`config.mk`:
```
export PLATFORM = sky130hd
export DESIGN_NAME = cdmc_top
export DESIGN_NICKNAME = d
export VERILOG_FILES = /design/src/cdmc_top.v /design/src/cdmc_post_div.v
export VERILOG_INCLUDE_DIRS = /design/src
export SDC_FILE = /design/constraint.sdc
export NUM_CORES = 1
export LEC_CHECK = 0
export BUFFER_PORTS_ARGS = -buffer_cell sky130_fd_sc_hd__buf_2
export CORE_MARGIN = 8
export CORE_UTILIZATION = 45
export DETAILED_ROUTE_END_ITERATION = 8
export MAX_ROUTING_LAYER = met4
export PLACE_DENSITY = 0.82
export SETUP_SLACK_MARGIN = 0.4
export SKIP_CTS_REPAIR_TIMING = 1
export SLEW_MARGIN = 20
export SYNTH_ARGS = -nofsm -noshare
export SYNTH_HDL_FRONTEND = slang
export SYNTH_SLANG_ARGS = --single-unit
```
`constraint.sdc`:
```
create_clock -name i_clock -period 3 [get_ports i_clock]
set_input_delay 0.6 -clock i_clock [delete_from_list [all_inputs] [get_ports i_clock]]
set_output_delay 0.6 -clock i_clock [all_outputs]
set_load 0.1 [all_outputs]
```
`src/cdmc_regs.vh`:
```
`ifndef CDMC_REGS_VH
`define CDMC_REGS_VH
`define CDMC_CFG_W 128
`define CDMC_CFG_RST 128'h0
`define CDMC_REF_A_LSB 0
`define CDMC_LOOP_A_LSB 8
`define CDMC_PUMP_A_BIT 19
`define CDMC_FILT_A_BIT 20
`define CDMC_MUX_A_LSB 22
`define CDMC_REF_B_LSB 24
`define CDMC_LOOP_B_LSB 32
`define CDMC_PUMP_B_BIT 43
`define CDMC_FILT_B_BIT 44
`define CDMC_MUX_B_LSB 46
`define CDMC_REF_C0_LSB 48
`define CDMC_LOOP_C0_LSB 56
`define CDMC_PUMP_C0_BIT 67
`define CDMC_FILT_C0_BIT 68
`define CDMC_MUX_C0_LSB 70
`define CDMC_REF_C1_LSB 72
`define CDMC_LOOP_C1_LSB 80
`define CDMC_PUMP_C1_BIT 91
`define CDMC_FILT_C1_BIT 92
`define CDMC_MUX_D0_LSB 94
`define CDMC_POST_A_LSB 96
`define CDMC_POST_B_LSB 100
`define CDMC_POST_C0_LSB 104
`define CDMC_POST_D0_LSB 108
`define CDMC_OUT_C_DIVIDE_CODE_SET0_LSB 112
`define CDMC_OUT_D_DIVIDE_CODE_SET0_LSB 116
`define CDMC_OUT_C_SOURCE_SELECT_SET0_LSB 124
`define CDMC_OUT_D_SOURCE_SELECT_SET0_LSB 126
`define CDMC_SRC_REF 2'h0
`define CDMC_SRC_PLL_A 2'h1
`define CDMC_SRC_PLL_B 2'h2
`define CDMC_SRC_PLL_C 2'h3
`define CDMC_FILT_SHORT_NS 7000
`define CDMC_FILT_LONG_NS 20000
`define CDMC_PUMP_LOW_UA 2
`define CDMC_PUMP_HIGH_UA 10
`define CDMC_CLK_PERIOD_NS 25
`endif

```
`src/cdmc_top.v`:
```
`timescale 1ns/1ps
`include "cdmc_regs.vh"
// What this block does
// - post codes map to 1..50 ratio table
// - output A code 99:96, B 103:100
// - output C code 107:104 or 115:112
// - output D code 111:108 or 119:116
// - PLL A ref 7:0, B 31:24
// - PLL C ref 55:48 or 79:72
// - feedback: low 3 A-count, upper 8 M
// - PLL C feedback 66:56 or 90:80
// - filter bit zero short, one long
// - filter bits 20, 44, 68 or 92
// - pump bits 19, 43, 67 or 91
// - selector codes: ref, PLL A, B, C
// - configuration cleared to zero at reset
// - divider changes apply at once; mux changes may glitch
module cdmc_top #(
	parameter CFG_W = `CDMC_CFG_W
) (
	input wire i_clock,
	input wire i_reset,
	input wire i_cfg_load,
	input wire [CFG_W-1:0] i_cfg_word,
	input wire i_alt_set_select_pin,
	input wire i_ref_en,
	input wire i_pll_a_en,
	input wire i_pll_b_en,
	input wire i_pll_c_en,
	output reg [7:0] o_pll_a_input_divider,
	output reg [7:0] o_pll_b_input_divider,
	output reg [7:0] o_pll_c_input_divider,
	output reg [2:0] o_pll_a_a_count,
	output reg [7:0] o_pll_a_m_count,
	output reg [2:0] o_pll_b_a_count,
	output reg [7:0] o_pll_b_m_count,
	output reg [2:0] o_pll_c_a_count,
	output reg [7:0] o_pll_c_m_count,
	output reg o_pll_a_filter_long,
	output reg o_pll_b_filter_long,
	output reg o_pll_c_filter_long,
	output reg o_pll_a_pump_high,
	output reg o_pll_b_pump_high,
	output reg o_pll_c_pump_high,
	output reg [1:0] o_out_a_source,
	output reg [1:0] o_out_b_source,
	output reg [1:0] o_out_c_source,
	output reg [1:0] o_out_d_source,
	output reg [3:0] o_out_a_divide_code,
	output reg [3:0] o_out_b_divide_code,
	output reg [3:0] o_out_c_divide_code,
	output reg [3:0] o_out_d_divide_code,
	output wire o_out_a_clk_en,
	output wire o_out_b_clk_en,
	output wire o_out_c_clk_en,
	output wire o_out_d_clk_en,
	output wire [CFG_W-1:0] o_cfg_word
);
	reg [CFG_W-1:0] cfg_ff;
	reg sel_ff;
	wire [3:0] src_en;
	wire [10:0] pll_a_loop_divider;
	wire [10:0] pll_b_loop_divider;
	wire [10:0] pll_c_loop_divider;

	assign src_en = {i_pll_c_en, i_pll_b_en, i_pll_a_en, i_ref_en};
	assign o_cfg_word = cfg_ff;

	// configuration store
	always @(posedge i_clock) begin
		if (i_reset) begin
			cfg_ff <= `CDMC_CFG_RST;
			sel_ff <= 1'b0;
		end else begin
			if (i_cfg_load)
				cfg_ff <= i_cfg_word;
			sel_ff <= i_alt_set_select_pin;
		end
	end

	assign pll_a_loop_divider = cfg_ff[`CDMC_LOOP_A_LSB +: 11];
	assign pll_b_loop_divider = cfg_ff[`CDMC_LOOP_B_LSB +: 11];
	assign pll_c_loop_divider = sel_ff ? cfg_ff[`CDMC_LOOP_C1_LSB +: 11] :
		cfg_ff[`CDMC_LOOP_C0_LSB +: 11];

	// decoded settings, registered
	always @(posedge i_clock) begin
		if (i_reset) begin
			o_pll_a_input_divider <= 8'h00;
			o_pll_b_input_divider <= 8'h00;
			o_pll_c_input_divider <= 8'h00;
			o_pll_a_a_count <= 3'h0;
			o_pll_a_m_count <= 8'h00;
			o_pll_b_a_count <= 3'h0;
			o_pll_b_m_count <= 8'h00;
			o_pll_c_a_count <= 3'h0;
			o_pll_c_m_count <= 8'h00;
			o_pll_a_filter_long <= 1'b0;
			o_pll_b_filter_long <= 1'b0;
			o_pll_c_filter_long <= 1'b0;
			o_pll_a_pump_high <= 1'b0;
			o_pll_b_pump_high <= 1'b0;
			o_pll_c_pump_high <= 1'b0;
			o_out_a_source <= `CDMC_SRC_REF;
			o_out_b_source <= `CDMC_SRC_REF;
			o_out_c_source <= `CDMC_SRC_REF;
			o_out_d_source <= `CDMC_SRC_REF;
			o_out_a_divide_code <= 4'h0;
			o_out_b_divide_code <= 4'h0;
			o_out_c_divide_code <= 4'h0;
			o_out_d_divide_code <= 4'h0;
		end else begin
			o_pll_a_input_divider <= cfg_ff[`CDMC_REF_A_LSB +: 8];
			o_pll_b_input_divider <= cfg_ff[`CDMC_REF_B_LSB +: 8];
			o_pll_c_input_divider <= sel_ff ?
				cfg_ff[`CDMC_REF_C1_LSB +: 8] :
				cfg_ff[`CDMC_REF_C0_LSB +: 8];
			o_pll_a_a_count <= pll_a_loop_divider[2:0];
			o_pll_a_m_count <= pll_a_loop_divider[10:3];
			o_pll_b_a_count <= pll_b_loop_divider[2:0];
			o_pll_b_m_count <= pll_b_loop_divider[10:3];
			o_pll_c_a_count <= pll_c_loop_divider[2:0];
			o_pll_c_m_count <= pll_c_loop_divider[10:3];
			// high means long loop time constant
			o_pll_a_filter_long <= cfg_ff[`CDMC_FILT_A_BIT];
			o_pll_b_filter_long <= cfg_ff[`CDMC_FILT_B_BIT];
			o_pll_c_filter_long <= sel_ff ? cfg_ff[`CDMC_FILT_C1_BIT] :
				cfg_ff[`CDMC_FILT_C0_BIT];
			o_pll_a_pump_high <= cfg_ff[`CDMC_PUMP_A_BIT];
			o_pll_b_pump_high <= cfg_ff[`CDMC_PUMP_B_BIT];
			o_pll_c_pump_high <= sel_ff ? cfg_ff[`CDMC_PUMP_C1_BIT] :
				cfg_ff[`CDMC_PUMP_C0_BIT];
			o_out_a_source <= cfg_ff[`CDMC_MUX_A_LSB +: 2];
			o_out_b_source <= cfg_ff[`CDMC_MUX_B_LSB +: 2];
			o_out_c_source <= sel_ff ? cfg_ff[`CDMC_OUT_C_SOURCE_SELECT_SET0_LSB +: 2] :
				cfg_ff[`CDMC_MUX_C0_LSB +: 2];
			o_out_d_source <= sel_ff ? cfg_ff[`CDMC_OUT_D_SOURCE_SELECT_SET0_LSB +: 2] :
				cfg_ff[`CDMC_MUX_D0_LSB +: 2];
			o_out_a_divide_code <= cfg_ff[`CDMC_POST_A_LSB +: 4];
			o_out_b_divide_code <= cfg_ff[`CDMC_POST_B_LSB +: 4];
			o_out_c_divide_code <= sel_ff ? cfg_ff[`CDMC_OUT_C_DIVIDE_CODE_SET0_LSB +: 4] :
				cfg_ff[`CDMC_POST_C0_LSB +: 4];
			o_out_d_divide_code <= sel_ff ? cfg_ff[`CDMC_OUT_D_DIVIDE_CODE_SET0_LSB +: 4] :
				cfg_ff[`CDMC_POST_D0_LSB +: 4];
		end
	end

	// four mux and post divider paths; settings change without resync
	cdmc_post_div u_post_a (
		.i_clock(i_clock),
		.i_reset(i_reset),
		.i_code(o_out_a_divide_code),
		.i_src_en(src_en),
		.i_sel(o_out_a_source),
		.o_clk_en(o_out_a_clk_en)
	);
	cdmc_post_div u_post_b (
		.i_clock(i_clock),
		.i_reset(i_reset),
		.i_code(o_out_b_divide_code),
		.i_src_en(src_en),
		.i_sel(o_out_b_source),
		.o_clk_en(o_out_b_clk_en)
	);
	cdmc_post_div u_post_c (
		.i_clock(i_clock),
		.i_reset(i_reset),
		.i_code(o_out_c_divide_code),
		.i_src_en(src_en),
		.i_sel(o_out_c_source),
		.o_clk_en(o_out_c_clk_en)
	);
	cdmc_post_div u_post_d (
		.i_clock(i_clock),
		.i_reset(i_reset),
		.i_code(o_out_d_divide_code),
		.i_src_en(src_en),
		.i_sel(o_out_d_source),
		.o_clk_en(o_out_d_clk_en)
	);
endmodule

```
`src/cdmc_post_div.v`:
```
`timescale 1ns/1ps
`include "cdmc_regs.vh"
module cdmc_post_div (
	input wire i_clock,
	input wire i_reset,
	input wire [3:0] i_code,
	input wire [3:0] i_src_en,
	input wire [1:0] i_sel,
	output reg o_clk_en
);
	reg [5:0] cnt_ff;
	reg [5:0] nxt_cnt;
	reg src_tick;
	reg [5:0] ratio;

	// code to divide ratio
	function [5:0] div_ratio;
		input [3:0] code;
		begin
			case (code)
				4'h0: div_ratio = 6'h01;
				4'h1: div_ratio = 6'h02;
				4'h2: div_ratio = 6'h03;
				4'h3: div_ratio = 6'h04;
				4'h4: div_ratio = 6'h05;
				4'h5: div_ratio = 6'h06;
				4'h6: div_ratio = 6'h08;
				4'h7: div_ratio = 6'h09;
				4'h8: div_ratio = 6'h0a;
				4'h9: div_ratio = 6'h0c;
				4'ha: div_ratio = 6'h0f;
				4'hb: div_ratio = 6'h10;
				4'hc: div_ratio = 6'h12;
				4'hd: div_ratio = 6'h14;
				4'he: div_ratio = 6'h19;
				default: div_ratio = 6'h32;
			endcase
		end
	endfunction

	always @* begin
		ratio = div_ratio(i_code);
		src_tick = i_src_en[i_sel];
		nxt_cnt = cnt_ff;
		if (src_tick) begin
			if (cnt_ff >= ratio - 6'h01)
				nxt_cnt = 6'h00;
			else
				nxt_cnt = cnt_ff + 6'h01;
		end
	end

	// one pulse per ratio source ticks; ratio 1 passes each tick
	always @(posedge i_clock) begin
		if (i_reset) begin
			cnt_ff <= 6'h00;
			o_clk_en <= 1'b0;
		end else begin
			cnt_ff <= nxt_cnt;
			o_clk_en <= src_tick && (cnt_ff >= ratio - 6'h01);
		end
	end
endmodule

```
==> results_dict.tcl, run 1 <==
set metrics [dict create \
    ys_async_sr_fraction 0 \
    cp_cell_sequence "nor3_1, nor3b_1, xnor2_1, ha_1, nand4_1, o221ai_1, a211oi_1" \
    ys_warn_count 0 \
    yosys_register_bits 268 \
    synth_ff_type "dfxtp_1" \
    grt_pass1_vias 8475 \
    synth_area_leaders "dfxtp_1, mux2i_1, nor2_1" \
    num_rows 56 \
    p_per_area_nw_per_um2 702.8 \
    status "finished, final reports clean" \
    post-route-min-period_ns 2.365 \
    synth_edf_count 0 \
    firstDrtPassIters 5 \
    area_delta_synth_final_pct 27.16 \
    finalPower_w 0.009355 \
    final_cell_mix "buf_2, dfxtp_1, nor2_1, mux2i_1, nor2b_1" \
    vdd_ir_drop_max_mv 0.5985 \
    setup_viol_count_final 0 \
    track_usage 0.1969 \
    max_freq_mhz 422.9 \
    clk_pin_slew_worst_paths_ns 0.06 \
    dieArea_um2 28400 \
    gp_congestion 0.8287 \
    drt_iter0_drc 354 \
    chipHeight_um 168.5 \
    nNetsFinal 1514 \
    syn_inst 1000 \
    avgSynthCellArea_um2 10.47 \
    grt_max_degree 148 \
    drv_cap 0 \
    hold_viol 0 \
    clockBufferDepth 3 \
    grt_first_pass_wirelength_um 44250 \
    rsz0062_at_grt "false" \
    worst_pin_slew_ns 0.7460 \
    slew-limit-headroom 0.5027 \
    io_buffers 354 \
    num_io_pins 355 \
    initial_core_util 0.4527 \
    h-tree-depth 1 \
    routedWlPerCell_um 17.43 \
    cts_root_buf "clkbuf_16" \
    overflow 0 \
    synth_top_cell_by_area "dfxtp_1" \
    critPathMaxFanout 7 \
    crit_required_ns 3.37 \
    fin_crit_sh 0.7883 \
    synth.distinct_cells 43 \
    synth_fp_nets 1180 \
    worst_setup_path_end_kind "flip-flop" \
    drcViolationCount 0 \
    p_leak_nw 6.627 \
    yosysSeqAreaShare 0.5126 \
    numCtsBuffers 28 \
    slew_violations 0 \
    drive_gt1_frac 0.3097 \
    cts_tree "built" \
    worstSetupStartpointType "flip-flop" \
    worst-setup-path-type "reg -> reg" \
    cts_sinks 268 \
    slowest_delay_ns 0.60 \
    synth_top_area_frac 0.5126 \
    core_um2 23120 \
    via_count 8312 \
    setup_tns_ns 0 \
    clock_skew_ns 0.02378 \
    cp_slowest_cell "o221ai_1" \
    clk_latency_ns 0.54 \
    die_w_um 168.5 \
    routed_wl_um 28710 \
    antenna_found_initial 3 \
    crit_arrival_ns 2.73 \
    routed_via_density 5.047 \
    dpl.hpwl_um 21340 \
    hold_path.class "in -> reg" \
    synth_area_um2 10470 \
    postRouteAntennaNets 0 \
    final_common_cell "buf_2" \
]
## worst max-delay path, delay by kind of cell (launching register included)
family	cells	cell delay (ns)
compound gates	2	0.80
fa+ha+maj	1	0.32
flops	1	0.31
simple gates	3	0.68
xor+xnor	1	0.10
## registers in the layout, summed over array words and instances (netlist names), 8 cells and up
name	count
o_pll_b_m_count	8
o_cfg_word	128
o_pll_a_input_divider	8
o_pll_c_m_count	8
o_pll_b_input_divider	8
o_pll_a_m_count	8
o_pll_c_input_divider	8
## through the flow
stage	util	setup WS [ns]	hold slack, ns	std cells	instance area, um^2
after detailed placement	0.5369	0.7179	0.4691	1594	12410
after global routing	0.5755	0.4623	0.2876	1646	13310
after floorplan	-	0.6702	0.5446	1000	10470
after CTS	0.5752	0.7023	0.2676	1643	13300
final	0.5756	0.6352	0.2985	1647	13310
after global placement	0.5369	0.7445	0.4628	1594	12410
## report_power, final
group          switching [W]  total [W]  internal, W
logic                0.00164    0.00211     0.000472
registers           0.000158    0.00392      0.00376
clock network        0.00139    0.00333      0.00194
## routing by layer
metal  routed length [um]  track usage  part of all wire  vias to the layer above
li1                     -            -                 -                     4055
met1                11410       0.2175              0.40                     3898
met2                14270       0.3390              0.50                      284
met3                 1854      0.04752             0.065                       75
met4                 1180      0.07842             0.041                        0
met5                    0            -                 0                        -
## worst paths after layout
path,to,cells past startpoint,slack (ns),from
max reg2reg,u_post_b.cnt_ff[2],7,0.64,u_post_b.ratio[0]
min,o_cfg_word[69],3,0.30,i_cfg_word[69]
min reg2reg,o_pll_b_input_divider[5],1,0.48,o_cfg_word[29]
max,u_post_b.cnt_ff[2],7,0.64,u_post_b.ratio[0]
## layout make-up
type                       instances  area, um^2
fill                            1949        9812
sequential                       268        5366
multi-input combinational        642        4683
timing repair buffer             361        1877
clock buffer                      36       750.7
tap                              290       362.8
clock inverter                    13       136.4
inverter                          33       123.9
antenna                            4       10.01
## logic make-up after synthesis
| logic type | Yosys count | synth area share |
|---|---|---|
| fa+ha+maj | 44 | 0.05259 |
| xor+xnor | 36 | 0.03012 |
| mux | 178 | 0.1754 |
| flops | 268 | 0.5126 |
| simple gates | 302 | 0.1347 |
| compound gates | 82 | 0.05463 |
| buf+inv | 90 | 0.04004 |
## cell usage after synthesis (3+ instances only)
| cell type | instances |
|---|---|
| dfxtp_1 | 268 |
| nor2b_1 | 50 |
| ha_1 | 44 |
| o221ai_1 | 4 |
| nor3_1 | 10 |
| a21oi_1 | 22 |
| nand3_1 | 6 |
| mux2i_1 | 173 |
| nand2b_1 | 11 |
| and3b_1 | 4 |
| nor2_1 | 174 |
| o21a_1 | 5 |
| and4_1 | 4 |
| buf_6 | 3 |
| inv_1 | 30 |
| clkbuf_1 | 21 |
| mux4_2 | 4 |
| xor2_1 | 23 |
| nand2_1 | 22 |
| o21ai_0 | 16 |
| buf_2 | 31 |
| nand4_1 | 12 |
| a211oi_1 | 24 |
| xnor2_1 | 13 |
No activity file was read; power rests on OpenSTA's default activity.
==> run 2, diff against run 1 <==
==> constraint.sdc (replaced) <==
create_clock -name i_clock -period 2.2 [get_ports i_clock]
set_input_delay 0.44 -clock i_clock [delete_from_list [all_inputs] [get_ports i_clock]]
set_output_delay 0.44 -clock i_clock [all_outputs]
set_load 0.1 [all_outputs]
==> run 2 against run 1 <==
Against the previous run:
- maximum frequency grew 20%
- sequential share of layout area is 1.8 points lower
- critical path depth grew 1
- via count increased by 1.2%
- largest power group unchanged
- setup slack worse by 0.40 ns
- critical path type unchanged
- sequential power increased by 36%
- combinational power up 47%
- core utilization grew 3.7 points
- worst hold slack got worse by 0.16 ns
==> results_dict.tcl, run 2 (synthesis results as in run 1) <==
set metrics [dict create \
    max_freq_mhz 509.0 \
    grt_first_pass_wirelength_um 44050 \
    clock_skew_ns 0.007485 \
    vdd_ir_drop_max_mv 0.7901 \
    fin_cells 1660 \
    p_leak_nw 6.786 \
    core_um2 23120 \
    clockBufferDepth 3 \
    via_count 8410 \
    slowest_delay_ns 0.38 \
    grt_pass1_vias 8525 \
    critPathMaxFanout 7 \
    cp_cell_sequence "inv_1, ha_1, nand2_1, xor2_1, ha_1, nand4_1, o221ai_4, a211oi_1" \
    worst_setup_path_end_kind "flip-flop" \
    overflow 0 \
    hold_path.class "in -> reg" \
    postRouteAntennaNets 0 \
    initial_core_util 0.4527 \
    final_util 0.6124 \
    reg2reg_depth 8 \
    cp_slowest_cell "dfxtp_1" \
    critPathBufInv 1 \
    antenna_found_initial 2 \
    h-tree-depth 1 \
    num_io_pins 355 \
    dpl.hpwl_um 21590 \
    fillers 1826 \
    cts_sinks 268 \
    nNetsFinal 1526 \
    cts_tree "built" \
    drt_iter0_drc 428 \
    post-route-min-period_ns 1.965 \
    rsz0062_at_grt "true" \
    area_delta_synth_final_pct 35.29 \
    clk_pin_slew_worst_paths_ns 0.06 \
    routed_via_density 5.066 \
    cts_root_buf "clkbuf_16" \
    worst_pin_slew_ns 0.7548 \
    track_usage 0.1959 \
    seq_area_um2 5450 \
    final_common_cell "buf_2" \
    worstSetupStartpointType "flip-flop" \
    fin_crit_sh 0.8931 \
    routedWlPerCell_um 17.86 \
    p_per_area_nw_per_um2 947.2 \
    clk_latency_ns 0.53 \
    status "finished, final reports clean" \
    firstDrtPassIters 5 \
    finalPower_w 0.01341 \
    path_delay_family "adder cells" \
    fin_ws_ns 0.2352 \
    worst-setup-path-type "reg -> reg" \
    crit_required_ns 2.59 \
    drcViolationCount 0 \
    slew-limit-headroom 0.4968 \
    grt_max_degree 163 \
    dieArea_um2 28400 \
    chipHeight_um 168.5 \
    num_rows 56 \
    crit_arrival_ns 2.35 \
    setup_tns_ns 0 \
    die_w_um 168.5 \
    largest_reg_flops 128 \
    final_cell_mix "buf_2, dfxtp_1, mux2i_1, nor2_1, clkbuf_4" \
    setup_viol_count_final 0 \
    drive_gt1_frac 0.3816 \
    gp_congestion 0.8626 \
    placed_cells 1601 \
    hold_viol 0 \
    routed_wl_um 29650 \
    drv_cap 0 \
    path_depth 8 \
    whs_path_depth 3 \
    slew_violations 0 \
    cp_common_cell "ha_1" \
    pre_cts_ws_ns 0.1930 \
    numCtsBuffers 28 \
    io_buffers 354 \
    multiInputGateArea_um2 4974 \
]
-- run 2: where the power goes --
part	switching, W	internal, W	total (W)
clock network	0.00194	0.00300	0.00495
registers	0.000226	0.00512	0.00535
logic	0.00233	0.000787	0.00311
-- run 2: worst register-to-register path: stages, from the launching register on --
cell      delay [ns]
dfxtp_1         0.38
inv_1           0.08
ha_1            0.22
nand2_1         0.08
xor2_1          0.07
ha_1            0.32
nand4_1         0.17
o221ai_4        0.37
a211oi_1        0.13
-- run 2: layer usage --
metal  track usage  vias to the layer above  routed length [um]
li1              -                     4086                   -
met1        0.2151                     3953               11520
met2        0.3429                      302               15260
met3       0.04379                       69                1820
met4       0.07492                        0                1062
met5             -                        -                   0
-- run 2: final timing paths --
check | slack [ns] | startpoint | endpoint
setup / recovery | 0.24 | u_post_b.ratio[0] | u_post_b.cnt_ff[4]
hold / removal | 0.14 | i_cfg_word[6] | o_cfg_word[6]
setup reg to reg | 0.24 | u_post_b.ratio[0] | u_post_b.cnt_ff[4]
hold reg to reg | 0.47 | o_cfg_word[23] | o_out_a_source[1]
-- run 2: per-stage QoR --
step	hold WS, ns	cell area [um^2]
floorplan	0.5446	10600
finish	0.1431	14160
detailed placement	0.4642	12610
CTS	0.1201	13590
global placement	0.4595	12610
global route	0.1206	14160
-- run 2: layout make-up --
type / count / area share
Clock inverter: 12 / 0.01051
Antenna cell: 2 / 0.0003534
Tap cell: 290 / 0.02562
Clock buffer: 40 / 0.05911
Inverter: 33 / 0.009012
Timing Repair Buffer: 373 / 0.1593
Multi-Input combinational cell: 642 / 0.3512
Sequential cell: 268 / 0.3849
==> run 3, diff against run 2 <==
--- a/config.mk
+++ b/config.mk
@@ -7,6 +7,7 @@
 export NUM_CORES = 1
 export LEC_CHECK = 0
 export BUFFER_PORTS_ARGS = -buffer_cell sky130_fd_sc_hd__buf_2
+export CORE_ASPECT_RATIO = 0.7
 export CORE_MARGIN = 8
 export CORE_UTILIZATION = 45
 export DETAILED_ROUTE_END_ITERATION = 8
==> run 3 against run 2 <==
Against the previous run:
- first-iteration DRC count decreased by 20%
- sequential power about the same
- via count decreased by 0.21%
- sequential share of layout area increased by 0.36 points
- flip-flop and latch count unchanged
- highest routed layer unchanged
==> results_dict.tcl, run 3 (synthesis results as in run 1) <==
set metrics [dict create \
    status "finished, final reports clean" \
    vdd_ir_drop_max_mv 0.8102 \
    crit_required_ns 2.59 \
    numCtsBuffers 26 \
    clockPowerShare 0.352 \
    rsz0062_at_grt "true" \
    h-tree-depth 1 \
    largest_reg_flops 128 \
    placed_cells 1622 \
    firstDrtPassIters 4 \
    grt_pass1_vias 8402 \
    antenna_found_initial 7 \
    crit_arrival_ns 2.42 \
    track_usage 0.2085 \
    switching_share 0.3407 \
    hold_path.class "in -> reg" \
    postRouteAntennaNets 0 \
    setup_viol_count_final 0 \
    drcViolationCount 0 \
    routed_wl_um 31140 \
    worst-setup-path-type "reg -> reg" \
    drive_gt1_frac 0.3786 \
    nNetsFinal 1525 \
    worst_setup_path_end_kind "flip-flop" \
    io_buffers 354 \
    clk_pin_slew_worst_paths_ns 0.06 \
    final_cell_mix "buf_2, dfxtp_1, nor2_1, mux2i_1, clkbuf_4" \
    reg2reg_depth 7 \
    max_freq_mhz 492.7 \
    dieArea_um2 28480 \
    rr_endpoint "u_post_d.cnt_ff[4]" \
    combPwrFrac 0.237 \
    critPathMaxFanout 7 \
    clockBufferDepth 3 \
    post-route-min-period_ns 2.030 \
    drt_iter0_drc 342 \
    core_um2 22730 \
    final_common_cell "buf_2" \
    p_per_area_nw_per_um2 930.9 \
    grt_max_degree 111 \
    chipHeight_um 143.6 \
    slowest_delay_ns 0.41 \
    die_w_um 198.3 \
    slew-limit-headroom 0.6309 \
    routedWlPerCell_um 18.53 \
    gp_congestion 0.8753 \
    hold_viol 0 \
    fin_cells 1681 \
    cts_sinks 268 \
    dpl.hpwl_um 22870 \
    whs_path_depth 3 \
    cts_root_buf "clkbuf_16" \
    r2r-start "u_post_d.ratio[0]" \
    setup_tns_ns 0 \
    holdPathEnd "o_cfg_word[98]" \
    path_delay_family "simple AND/OR/NAND/NOR gates" \
    cp_slowest_cell "or3_4" \
    num_rows 46 \
    ff2ff_setup_slack_ns 0.17 \
    routed_via_density 4.992 \
    power_switching_w 0.004452 \
    fillers 1794 \
    clock_skew_ns 0.01156 \
    worstSetupStartpointType "flip-flop" \
    cp_cell_sequence "or3_4, nor3_4, xnor2_1, ha_1, nand4_1, o221ai_4, a211oi_1" \
    min_from "i_cfg_word[98]" \
    area_delta_synth_final_pct 34.08 \
    overflow 0 \
    via_count 8392 \
    num_io_pins 355 \
    sequentialPowerShare 0.410 \
    intPower_w 0.008613 \
    grt_first_pass_wirelength_um 45940 \
    worst_pin_slew_ns 0.5536 \
    fin_crit_sh 0.9226 \
    drv_cap 0 \
    critPathBufInv 0 \
    p_leak_nw 6.738 \
    clk_latency_ns 0.52 \
    slew_violations 0 \
    cts_tree "built" \
    initial_core_util 0.4604 \
]
## run 3: cell types whose count changed in the layout (fill, tap and decap cells not counted), moves of 2 or more
cell and change:
buf_2 +19, inv_6 -2, clkbuf_8 -2, diode_2 +4
buf_4 +3, clkbuf_4 -21
## run 3: area by class of cell
class | instances | area (um^2) | share of cell area
Clock inverter | 9 | 102.6 | 0.007310
Multi-Input combinational cell | 642 | 4955 | 0.3530
Timing Repair Buffer | 374 | 2207 | 0.1573
Tap cell | 312 | 390.4 | 0.02781
Clock buffer | 37 | 784.5 | 0.05590
Inverter | 33 | 127.6 | 0.009093
Sequential cell | 268 | 5453 | 0.3885
Antenna cell | 6 | 15.01 | 0.001070
## run 3: how the worst max path moves through the flow
stage,from,to,slack [ns],depth (start not counted)
3_5_place_dp,u_post_d.ratio[0],u_post_d.cnt_ff[2],0.18,7
3_3_place_gp,i_reset,u_post_d.ratio[1],0.21,7
5_1_grt,u_post_d.ratio[0],u_post_d.cnt_ff[3],0.07,7
6_report,u_post_d.ratio[0],u_post_d.cnt_ff[4],0.17,7
4_1_cts,u_post_d.ratio[0],u_post_d.cnt_ff[2],0.16,7
2_1_floorplan,sel_ff,u_post_d.ratio[1],0.37,9
## run 3: power groups by stage
stage | Sequential, W | Combinational (W) | Clock [W]
floorplan | 0.00692 | 0.000845 | 0
global placement | 0.00544 | 0.00288 | 0
detailed placement | 0.00544 | 0.00293 | 0
CTS | 0.00534 | 0.00295 | 0.00468
global route | 0.00539 | 0.00325 | 0.00489
finish | 0.00536 | 0.00310 | 0.00460
## run 3: worst register-to-register path: stages, from the launching register on
cell and delay (ns):
dfxtp_1 0.31, or3_4 0.41, nor3_4 0.12, xnor2_1 0.09, ha_1 0.34, nand4_1 0.18
o221ai_4 0.33, a211oi_1 0.12
## run 3: per-layer routing
| metal | routed length [um] | global-route usage | up-vias |
|---|---|---|---|
| li1 | - | - | 4093 |
| met1 | 13130 | 0.2526 | 3954 |
| met2 | 14920 | 0.3359 | 266 |
| met3 | 1959 | 0.04977 | 79 |
| met4 | 1132 | 0.07798 | 0 |
| met5 | 0 | - | - |
## run 3: metrics by stage
step	total power, W	instance area (um^2)	hold WS, ns	utilization	setup WS [ns]
after floorplan	0.007762	10600	0.5446	-	0.3741
after global placement	0.008312	12630	0.4639	0.5555	0.2135
after detailed placement	0.008372	12630	0.4689	0.5555	0.1753
after CTS	0.01296	13520	0.1316	0.5945	0.1642
after global routing	0.01352	14030	0.1469	0.6172	0.06943
final	0.01306	14030	0.1511	0.6173	0.1703
